--- src/logic/scs_pkg.sv ---
`default_nettype none
package scs_pkg;
  // ----------------------------------------------------------------
  // Timing
  // ----------------------------------------------------------------
  localparam int unsigned SYS_CLK_MHZ = 100;
  localparam int unsigned SRST_WAIT_NS = 1000;
  // Least time, so round up
  localparam int unsigned SRST_WAIT_CYC = (SRST_WAIT_NS * SYS_CLK_MHZ + 999) / 1000;
  localparam int unsigned CAL_CYCLES_DEF = 1024;

  // ----------------------------------------------------------------
  // Register map (byte addresses)
  // ----------------------------------------------------------------
  localparam logic [7:0] OFS_CTRL = 8'h00;
  localparam logic [7:0] OFS_LINK_CFG = 8'h04;
  localparam logic [7:0] OFS_CAL_CFG = 8'h08;
  localparam logic [7:0] OFS_STATUS = 8'h0c;

  // Control register bits
  localparam int unsigned CTRL_SRST = 0;
  localparam int unsigned CTRL_LINK_EN = 1;
  localparam int unsigned CTRL_CAL_EN = 2;
  localparam int unsigned CTRL_OVERRANGE_ENABLE = 3;
  localparam int unsigned CTRL_CAL_TRIG = 4;
  localparam int unsigned CTRL_SINGLE = 5;
  localparam logic [5:0] CTRL_RST = 6'h00;

  // Link configuration fields
  localparam int unsigned LCFG_MODE_LSB = 0;
  localparam int unsigned LCFG_KM1_LSB = 8;
  localparam int unsigned LCFG_SYNC_SEL = 16;
  localparam logic [4:0] LCFG_MODE_RST = 5'h00;
  localparam logic [4:0] LCFG_KM1_RST = 5'h1f;
  localparam logic LCFG_SYNC_RST = 1'b0;

  // Calibration configuration bits
  localparam int unsigned CCFG_BG = 0;
  localparam int unsigned CCFG_OFS = 1;
  localparam logic [1:0] CCFG_RST = 2'h0;

  // Status bits
  localparam int unsigned ST_SRST_BUSY = 0;
  localparam int unsigned ST_LINK_CGS = 1;
  localparam int unsigned ST_LINK_DATA = 2;
  localparam int unsigned ST_CAL_RUN = 3;
  localparam int unsigned ST_CAL_DONE = 4;
  localparam int unsigned ST_REJECT = 5;

  // ----------------------------------------------------------------
  // Types
  // ----------------------------------------------------------------
  typedef struct packed {
    logic [4:0] link_mode_select;
    logic [4:0] multiframe_count_minus_one;
    logic sync_from_timestamp;
    logic overrange_enable;
    logic single_channel;
    logic dual_edge_sample;
    logic cal_background;
    logic cal_offset;
  } scs_cfg_t;

  typedef enum logic [2:0] {
    LK_HALT = 3'b001,
    LK_SYNC = 3'b010,
    LK_DATA = 3'b100
  } scs_link_st_t;

  typedef enum logic [2:0] {
    CL_HALT = 3'b001,
    CL_IDLE = 3'b010,
    CL_RUN = 3'b100
  } scs_cal_st_t;
endpackage
`default_nettype wire

--- src/logic/scs_sequencer.sv ---
// Function
// - Configuration follows one ordered sequence, and no write takes effect while a software reset settles.
// - Clearing link enable halts the link machine, and link settings only change while it is halted or on a software reset.
// - Clearing calibration enable halts the calibration machine, and its settings only change while halted or on a software reset.
// - The sync source bit picks the single-ended sync input or the timestamp pair as sync request.
// - Setting calibration enable restarts the calibration machine.
// - Setting link enable restarts the link machine and lets the link come up.
// - An enabled link sends sync code groups while the receiver requests sync and data otherwise.
// - A zero-to-one change of the calibration trigger bit starts a calibration when the calibration machine is idle.
// - Single-channel mode samples on both clock edges, so the clock rate never changes with the mode.
`timescale 1ns/1ps
`default_nettype none
module scs_sequencer #(
  parameter int unsigned CAL_CYCLES = scs_pkg::CAL_CYCLES_DEF
) (
  // Clock and reset
  input wire logic clk_sys,
  input wire logic sys_rst,
  // APB slave
  input wire logic [7:0] paddr,
  input wire logic psel,
  input wire logic penable,
  input wire logic pwrite,
  input wire logic [31:0] pwdata,
  input wire logic [3:0] pstrb,
  output logic [31:0] prdata,
  output logic pready,
  output logic pslverr,
  // Sync request pins, active low
  input wire logic sync_se_n,
  input wire logic sync_ts_n,
  // Converter side
  output scs_pkg::scs_cfg_t cfg,
  output logic link_send_cgs,
  output logic link_send_data,
  output logic cal_running,
  output logic cal_done
);
  // A run shorter than two cycles would break the start check below
  if (CAL_CYCLES < 2 || CAL_CYCLES > 65535) begin : g_cal_cycles_check
    $error("CAL_CYCLES out of range");
  end

  // ----------------------------------------------------------------
  // Register file
  // ----------------------------------------------------------------
  logic [5:0] ctrl_q, ctrl_d;
  logic [4:0] mode_q, mode_d, km1_q, km1_d;
  logic sync_sel_q, sync_sel_d;
  logic [1:0] ccfg_q, ccfg_d;
  logic reject_q, reject_d;
  logic [7:0] srst_cnt_q, srst_cnt_d;
  logic done_q, done_d;
  logic acc, wr, hit, busy, srst_go, done_set;
  logic [31:0] wmask, w_ctrl, w_lcfg, w_ccfg;
  scs_pkg::scs_link_st_t lk_q, lk_d;
  scs_pkg::scs_cal_st_t cl_q, cl_d;
  logic [15:0] cal_cnt_q, cal_cnt_d;
  logic trig_prev_q, trig_rise;
  logic [1:0] sync_s1_q, sync_s2_q;
  logic sync_req;

  assign acc = psel & penable;
  assign wr = acc & pwrite;
  assign busy = srst_cnt_q != 8'h00;
  assign wmask = {{8{pstrb[3]}}, {8{pstrb[2]}}, {8{pstrb[1]}}, {8{pstrb[0]}}};
  assign w_ctrl = ({26'h0, ctrl_q} & ~wmask) | (pwdata & wmask);
  assign w_lcfg = ({15'h0, sync_sel_q, 3'h0, km1_q, 3'h0, mode_q} & ~wmask) | (pwdata & wmask);
  assign w_ccfg = ({30'h0, ccfg_q} & ~wmask) | (pwdata & wmask);
  // Writes during the settle window are dropped, not queued
  assign srst_go = wr & ~busy & (paddr == scs_pkg::OFS_CTRL) & w_ctrl[scs_pkg::CTRL_SRST];
  assign pready = 1'b1;
  assign pslverr = acc & ~hit;

  always_comb begin
    ctrl_d = ctrl_q;
    mode_d = mode_q;
    km1_d = km1_q;
    sync_sel_d = sync_sel_q;
    ccfg_d = ccfg_q;
    reject_d = reject_q;
    srst_cnt_d = busy ? srst_cnt_q - 8'h01 : 8'h00;
    if (srst_go) begin
      ctrl_d = scs_pkg::CTRL_RST;
      mode_d = scs_pkg::LCFG_MODE_RST;
      km1_d = scs_pkg::LCFG_KM1_RST;
      sync_sel_d = scs_pkg::LCFG_SYNC_RST;
      ccfg_d = scs_pkg::CCFG_RST;
      reject_d = 1'b0;
      srst_cnt_d = 8'(scs_pkg::SRST_WAIT_CYC);
    end else if (wr && !busy) begin
      case (paddr)
        scs_pkg::OFS_CTRL: ctrl_d = {w_ctrl[5:1], 1'b0};
        scs_pkg::OFS_LINK_CFG: begin
          // Link settings frozen while the link machine runs
          if (!ctrl_q[scs_pkg::CTRL_LINK_EN]) begin
            mode_d = w_lcfg[scs_pkg::LCFG_MODE_LSB +: 5];
            km1_d = w_lcfg[scs_pkg::LCFG_KM1_LSB +: 5];
            sync_sel_d = w_lcfg[scs_pkg::LCFG_SYNC_SEL];
          end else begin
            reject_d = 1'b1;
          end
        end
        scs_pkg::OFS_CAL_CFG: begin
          if (!ctrl_q[scs_pkg::CTRL_CAL_EN]) begin
            ccfg_d = w_ccfg[1:0];
          end else begin
            reject_d = 1'b1;
          end
        end
        scs_pkg::OFS_STATUS: begin
          if (w_ccfg[scs_pkg::ST_REJECT] && pstrb[0]) begin
            reject_d = 1'b0;
          end
        end
        default: ;
      endcase
    end
  end

  always_ff @(posedge clk_sys or posedge sys_rst) begin
    if (sys_rst) begin
      ctrl_q <= scs_pkg::CTRL_RST;
      mode_q <= scs_pkg::LCFG_MODE_RST;
      km1_q <= scs_pkg::LCFG_KM1_RST;
      sync_sel_q <= scs_pkg::LCFG_SYNC_RST;
      ccfg_q <= scs_pkg::CCFG_RST;
      reject_q <= 1'b0;
      srst_cnt_q <= 8'h00;
    end else begin
      ctrl_q <= ctrl_d;
      mode_q <= mode_d;
      km1_q <= km1_d;
      sync_sel_q <= sync_sel_d;
      ccfg_q <= ccfg_d;
      reject_q <= reject_d;
      srst_cnt_q <= srst_cnt_d;
    end
  end

  always_comb begin
    hit = 1'b1;
    prdata = 32'h0000_0000;
    case (paddr)
      scs_pkg::OFS_CTRL: prdata = {26'h0, ctrl_q};
      scs_pkg::OFS_LINK_CFG: prdata = {15'h0, sync_sel_q, 3'h0, km1_q, 3'h0, mode_q};
      scs_pkg::OFS_CAL_CFG: prdata = {30'h0, ccfg_q};
      scs_pkg::OFS_STATUS: prdata = {26'h0, reject_q, done_q, cal_running, link_send_data, link_send_cgs, busy};
      default: hit = 1'b0;
    endcase
  end

  // ----------------------------------------------------------------
  // Sync request input
  // ----------------------------------------------------------------
  always_ff @(posedge clk_sys or posedge sys_rst) begin
    if (sys_rst) begin
      sync_s1_q <= 2'h3;
      sync_s2_q <= 2'h3;
    end else begin
      sync_s1_q <= {sync_ts_n, sync_se_n};
      sync_s2_q <= sync_s1_q;
    end
  end
  assign sync_req = sync_sel_q ? ~sync_s2_q[1] : ~sync_s2_q[0];

  // ----------------------------------------------------------------
  // Link state machine
  // ----------------------------------------------------------------
  always_comb begin
    lk_d = lk_q;
    case (lk_q)
      scs_pkg::LK_HALT: if (ctrl_q[scs_pkg::CTRL_LINK_EN]) lk_d = scs_pkg::LK_SYNC;
      scs_pkg::LK_SYNC: if (!sync_req) lk_d = scs_pkg::LK_DATA;
      scs_pkg::LK_DATA: if (sync_req) lk_d = scs_pkg::LK_SYNC;
      default: lk_d = scs_pkg::LK_HALT;
    endcase
    if (!ctrl_q[scs_pkg::CTRL_LINK_EN]) lk_d = scs_pkg::LK_HALT;
  end

  // ----------------------------------------------------------------
  // Calibration state machine
  // ----------------------------------------------------------------
  assign trig_rise = ctrl_q[scs_pkg::CTRL_CAL_TRIG] & ~trig_prev_q;
  assign done_set = (cl_q == scs_pkg::CL_RUN) && (cal_cnt_q == 16'h0001);

  always_comb begin
    cl_d = cl_q;
    cal_cnt_d = cal_cnt_q;
    // Done clears on a new run; a finishing run wins
    done_d = done_set | (done_q & ~(cl_q == scs_pkg::CL_IDLE && trig_rise));
    case (cl_q)
      scs_pkg::CL_HALT: if (ctrl_q[scs_pkg::CTRL_CAL_EN]) cl_d = scs_pkg::CL_IDLE;
      scs_pkg::CL_IDLE: begin
        if (trig_rise) begin
          cl_d = scs_pkg::CL_RUN;
          cal_cnt_d = 16'(CAL_CYCLES);
        end
      end
      scs_pkg::CL_RUN: begin
        cal_cnt_d = cal_cnt_q - 16'h0001;
        if (cal_cnt_q == 16'h0001) cl_d = scs_pkg::CL_IDLE;
      end
      default: cl_d = scs_pkg::CL_HALT;
    endcase
    // Halting aborts a run in progress
    if (!ctrl_q[scs_pkg::CTRL_CAL_EN]) begin
      cl_d = scs_pkg::CL_HALT;
      cal_cnt_d = 16'h0000;
    end
    if (srst_go) done_d = 1'b0;
  end

  always_ff @(posedge clk_sys or posedge sys_rst) begin
    if (sys_rst) begin
      lk_q <= scs_pkg::LK_HALT;
      cl_q <= scs_pkg::CL_HALT;
      cal_cnt_q <= 16'h0000;
      trig_prev_q <= 1'b0;
      done_q <= 1'b0;
    end else begin
      lk_q <= lk_d;
      cl_q <= cl_d;
      cal_cnt_q <= cal_cnt_d;
      trig_prev_q <= ctrl_q[scs_pkg::CTRL_CAL_TRIG];
      done_q <= done_d;
    end
  end

  // ----------------------------------------------------------------
  // Outputs
  // ----------------------------------------------------------------
  assign link_send_cgs = lk_q == scs_pkg::LK_SYNC;
  assign link_send_data = lk_q == scs_pkg::LK_DATA;
  assign cal_running = cl_q == scs_pkg::CL_RUN;
  assign cal_done = done_q;
  // One driver for the whole struct; both edges in single-channel mode keep the clock rate fixed
  assign cfg = '{
    link_mode_select: mode_q,
    multiframe_count_minus_one: km1_q,
    sync_from_timestamp: sync_sel_q,
    overrange_enable: ctrl_q[scs_pkg::CTRL_OVERRANGE_ENABLE],
    single_channel: ctrl_q[scs_pkg::CTRL_SINGLE],
    dual_edge_sample: ctrl_q[scs_pkg::CTRL_SINGLE],
    cal_background: ccfg_q[scs_pkg::CCFG_BG],
    cal_offset: ccfg_q[scs_pkg::CCFG_OFS]
  };
endmodule
`default_nettype wire

--- config.mk ---
export PLATFORM = sky130hd
export DESIGN_NAME = scs_sequencer
export DESIGN_NICKNAME = d
export VERILOG_FILES = /design/src/logic/scs_pkg.sv /design/src/logic/scs_sequencer.sv
export SDC_FILE = /design/constraint.sdc
export NUM_CORES = 1
export LEC_CHECK = 0
export BUFFER_PORTS_ARGS = -buffer_cell sky130_fd_sc_hd__buf_2
export CAP_MARGIN = 20
export CORE_MARGIN = 3
export CORE_UTILIZATION = 26
export CTS_BUF_LIST = sky130_fd_sc_hd__clkbuf_2 sky130_fd_sc_hd__clkbuf_4 sky130_fd_sc_hd__clkbuf_8
export DETAILED_ROUTE_END_ITERATION = 8
export GPL_TIMING_DRIVEN = 0
export PLACE_DENSITY = 0.5
export SLEW_MARGIN = 20
export SYNTH_ARGS = -nofsm -noshare
export SYNTH_HDL_FRONTEND = slang
export SYNTH_SLANG_ARGS = --single-unit
export TNS_END_PERCENT = 50
--- constraint.sdc ---
create_clock -name clk_sys -period 2.3 [get_ports clk_sys]
set_clock_uncertainty 0.05 [all_clocks]
set_input_delay 0.23 -clock clk_sys [delete_from_list [all_inputs] [get_ports clk_sys]]
set_output_delay 0.23 -clock clk_sys [all_outputs]
set_load 0.005 [all_outputs]
# Word level (Yosys, flattened, before mapping)
# Cells that the tools add are included.
# W data, S select, Z words.
[word_totals]
inputBits = 51
register_bits = 56
elab_cells = 121
[op_classes]
n_addsub = 2
mux = 42
n_eq_ne = 20
bitwise_logic = 23
reduce_logical = 20
[op_table]
columns = ["op", "n"]
rows = [
  ["$pmux W17 S4", 1],
  ["$mux W5", 8],
  ["$and A17 B17 Y17", 2],
  ["$mux W16", 2],
  ["$pmux W16 S2", 1],
  ["$mux W3", 6],
  ["$mux W6", 3],
  ["$pmux W3 S3", 2],
  ["$not A17 Y17", 1],
  ["$or A17 B17 Y17", 1],
  ["$eq A16 B1 Y1 const B", 1],
  ["$eq A8 B4 Y1 const B", 2],
  ["$mux W8", 2],
  ["$sub A16 B1 Y16 const B", 1],
  ["$ne A3 B3 Y1 const B", 5],
  ["$mux W1", 12],
  ["$or A6 B6 Y6", 2],
  ["$ne A3 B2 Y1 const B", 3],
  ["$and A1 B1 Y1", 8],
  ["$eq A8 B3 Y1 const B", 1],
  ["$logic_not A8 Y1", 1],
  ["$mux W2", 4],
  ["$reduce_and A2 Y1", 4],
  ["$reduce_bool A2 Y1", 4],
  ["other kinds (17)", 30],
]

# Depth between registers and ports, before layout
[depth]
word_depth = 8
mapped_depth = 8

# Worst setup path before layout
# OpenSTA, ideal clock, no wires.
[synth_path]
path_kind = "register to register"
startpoint = "register srst_cnt_q[0]"
endpoint = "register km1_q[0]"
synth_period_minus_slack_ns = 1.989
path_buffers = 1
arrival_ns = 1.851
path_stages_with_launch = 9
setup_slack_ns = 0.311
setup_time_ns = 0.089
path_cell_list = "dfrtp_1 inv_1 ha_1 nor3b_4 nand2_2 or4_4 buf_6 mux2i_1 nand2_1"
[synth_via]
elab_chain_cells = 7
[synth_lines]
columns = ["item", "line", "text"]
rows = [
  ["start, declared", "scs_sequencer.sv:52", "logic [7:0] srst_cnt_q, srst_cnt_d;"],
  ["start signal, assigned", "scs_sequencer.sv:137", "srst_cnt_q <= srst_cnt_d;"],
  ["$reduce_bool A8 Y1 *", "scs_sequencer.sv:65", "assign busy = srst_cnt_q != 8'h00;"],
  ["$not A1 Y1", "scs_sequencer.sv:71", "assign srst_go = wr & ~busy & (paddr == scs_pkg::OFS_CTRL) & w_ctrl[scs_pkg::CTRL_SRST];"],
  ["$and A1 B1 Y1 (3 in a row)", "scs_sequencer.sv:71", ""],
  ["$ne A2 B1 Y1 (no source line) / $reduce_bool A2 Y1 (equally long branches)", "n/a", ""],
  ["$reduce_and A3 Y1 (no source line)", "n/a", ""],
  ["end signal, assigned", "scs_sequencer.sv:125", "km1_q <= scs_pkg::LCFG_KM1_RST;"],
  ["end signal, assigned", "scs_sequencer.sv:133", "km1_q <= km1_d;"],
  ["end, declared", "scs_sequencer.sv:48", "logic [4:0] mode_q, mode_d, km1_q, km1_d;"],
]
# Every way passes the cells marked *; elsewhere a longest branch is shown, timed or not.
# A chain may end at the register's enable or synchronous reset.

# Worst setup path in the final report
[layout_path]
startpoint = "register srst_cnt_q[0]"
endpoint = "output prdata[0]"
[layout_via]
elab_chain_cells = 2
[layout_lines]
columns = ["item", "line", "text"]
rows = [
  ["$reduce_bool A8 Y1", "scs_sequencer.sv:65", ""],
  ["$pmux W17 S4", "scs_sequencer.sv:144", "case (paddr)"],
  ["end, declared", "scs_sequencer.sv:26", "output logic [31:0] prdata,"],
]
# Every way passes these cells.

==> out/qor.csv <==
metric,value,unit
status,completed,
"most common cell after layout, fill and taps aside",buf_2,
largest cells by area after synthesis,"dfrtp_1, dfstp_2, buf_4, nor2_1, xnor2_1",
worst rel slew slack,47.9,%
Synth async-reset ratio,100,%
ANT cells,0,
Crit Path Class,reg2out,
"flops & latches, synth",55,
CP bufs+invs,2,
initial antenna violation count,0,
power per cell area,426,nW/µm²
Yosys top cell area share,34.6,%
Synth area leader,dfrtp_1,
final instance area,3930,µm²
Starting Density,27.3,%
FF-to-FF path depth,9,
slowest CP cell,dfrtp_1,
first-pass GRT wire length,12800,µm
PnR worst setup slack,0.0880,ns
crit path from,srst_cnt_q[0],
WP data arrival,1.93,ns
CP peak stage delay,0.41,ns
Sink Count,55,
Final Util,33.7,%
Hold Startpoint,pwdata[11],
vias in the first global route,2487,
Mapped Cells,328,
Critical Path RT,2.02,ns
R2R Setup Slk,0.12,ns
Yosys warning total,0,
worst hold path class,in2reg,
Die Height,117,µm
layout cells sized above 1,33.6,%
vias per cell,4.61,
clock buffer count from CTS,5,
Post-synth EDFFs,0,
largest net degree at the start of global routing,56,
ANT nets after route,0,
CP endpoint kind,output pin,
Initial DRT Pass Iterations,4,
Core Rows,39,
WHS,0.0789,ns
H-tree depth,2,
Worst-Skew Late Latency,0.32,ns
Top Family by Delay on Critical Path,simple AND/OR/NAND/NOR gates,
Final nets,475,
drt wl/cell,14.2,µm
clock tree from TritonCTS,built,
Worst Tran Pin Value,0.777,ns
Max-Cap Viols,0,
die area,13600,µm²
"commonest cells after routing, fill and taps aside","buf_2, dfrtp_1, nor2_1",
RD Place Congestion,0.769,
Final min period,2.21,ns
CP Cell Sequence,"inv_1, ha_4, nor3b_4, and2_4, a21oi_1, a22oi_1, nor2_1, buf_2",
Overflow after GRT,0,
critical path depth in cells,8,
pre-CTS setup slack,0.000960,ns
worst-path maximum fanout,6,
Final setup viols,0,
# IOs,105,
# port buffers,60,
ys flop type,dfrtp_1,
Synth Cell Area,3180,µm²
Placed Area,3730,µm²
Total GRT Usage,11.9,%
post-synthesis cell type count,56,
syn_area_per_cell,9.69,µm²
DRT Wirelength,8030,µm
core area,11700,µm²
sequential area share after synthesis,43.7,%
die width,117,µm
dpl hpwl,5850,µm
"Hold Violations, Final",0,
Max clock buf depth,2,
area grow syn2layout,23.6,%
initial drt markers,86,
Leakage,1.94,nW
"CTS clk-pin slew, worst paths",0.11,ns
Worst Setup Start Kind,register,
via count,2605,
Hold Path Stages,3,
Tcrit/Tclk final,96.2,%
fmax,0.452,GHz
Worst VDD drop,0.239,mV
worst flop-to-flop path startpoint,srst_cnt_q[0],
drc violations,0,
root buf cell,clkbuf_8,
Slew Limit Fails,0,
Final TNS setup,0,ns
==> power by group <==
| group | switching (mW) | internal (mW) |
|---|---|---|
| logic | 0.0711 | 0.0551 |
| registers | 0.000853 | 0.973 |
| clock network | 0.343 | 0.232 |
==> layer usage <==
metal	vias to the layer above	GRT usage, %	share of wire, %
li1	1277	-	-
met5	-	0	0
met1	1239	17.8	49
met4	0	3.52	1.4
met2	82	17.8	44
met3	7	1.71	5.0
==> flip-flops by register name, indices dropped and copies added, names as in the netlist, 3 cells and up <==
register	flops
lk_q	3
srst_cnt_q	8
ctrl_q	5
km1_q	5
mode_q	5
cal_cnt_q	16
cl_q	3
==> worst paths after layout <==
| kind | to |
|---|---|
| min | km1_q[3] |
| max | prdata[0] |
| max reg2reg | km1_q[0] |
| min reg2reg | sync_s2_q[0] |
| max in group asynchronous | trig_prev_q |
| min in group asynchronous | mode_q[2] |
==> logic make-up after synthesis <==
kind of cell / synth area share (%)
AO/OA/AOI/OAI: 12.8
XOR/XNOR: 3.86
adder cells (fa/ha/maj): 1.18
buffers and inverters: 9.33
flip-flops: 43.7
multiplexers: 4.60
other: 0.236
AND/OR/NAND/NOR: 24.3
==> metrics by stage <==
step / std cells / power, mW
finish: 565 / 1.68
detailed placement: 550 / 1.11
floorplan: 347 / 1.07
global placement: 550 / 1.11
CTS: 560 / 1.70
global route: 565 / 1.75
==> Yosys cell counts (all sizes together) (5+ instances only) <==
| master | n |
|---|---|
| dfrtp | 44 |
| nor2 | 38 |
| buf | 29 |
| nand2 | 26 |
| o21ai | 14 |
| xnor2 | 13 |
| a21oi | 11 |
| dfstp | 11 |
| inv | 11 |
| nand3 | 11 |
| nand2b | 10 |
| mux2i | 9 |
| nor3 | 9 |
| and2 | 8 |
| clkbuf | 8 |
| nand4 | 6 |
| nor3b | 6 |
| a2111oi | 5 |
| or3 | 5 |
==> cell type report <==
| class | count | area [µm²] |
|---|---|---|
| Fill cell | 1226 | 7730 |
| Multi-Input combinational cell | 244 | 1600 |
| Inverter | 11 | 43.8 |
| Tap cell | 143 | 179 |
| Timing Repair Buffer | 69 | 375 |
| Sequential cell | 55 | 1390 |
| Buffer | 35 | 250 |
| Clock inverter | 2 | 16.3 |
| Clock buffer | 6 | 76.3 |
==> worst register-to-register path, cell delays in order, from the launching register on <==
cell and delay, ns:
dfrtp_1 0.41, inv_1 0.11, ha_4 0.18, nor3b_4 0.23
buf_4 0.17, nand2_2 0.05, or4_4 0.54, buf_6 0.15
mux2i_1 0.15, nand2_1 0.07
==> repair_timing <==
action | CTS | global route
buffers inserted | 1 | 5
hold endpoints to repair | 9 | 0
gates resized for setup | 4 | 5
hold buffers | 3 | 0
endpoints found under the setup margin | 4 | 27
pin swaps | 1 | 4
Note: power is estimated with default switching activity, not from simulation.
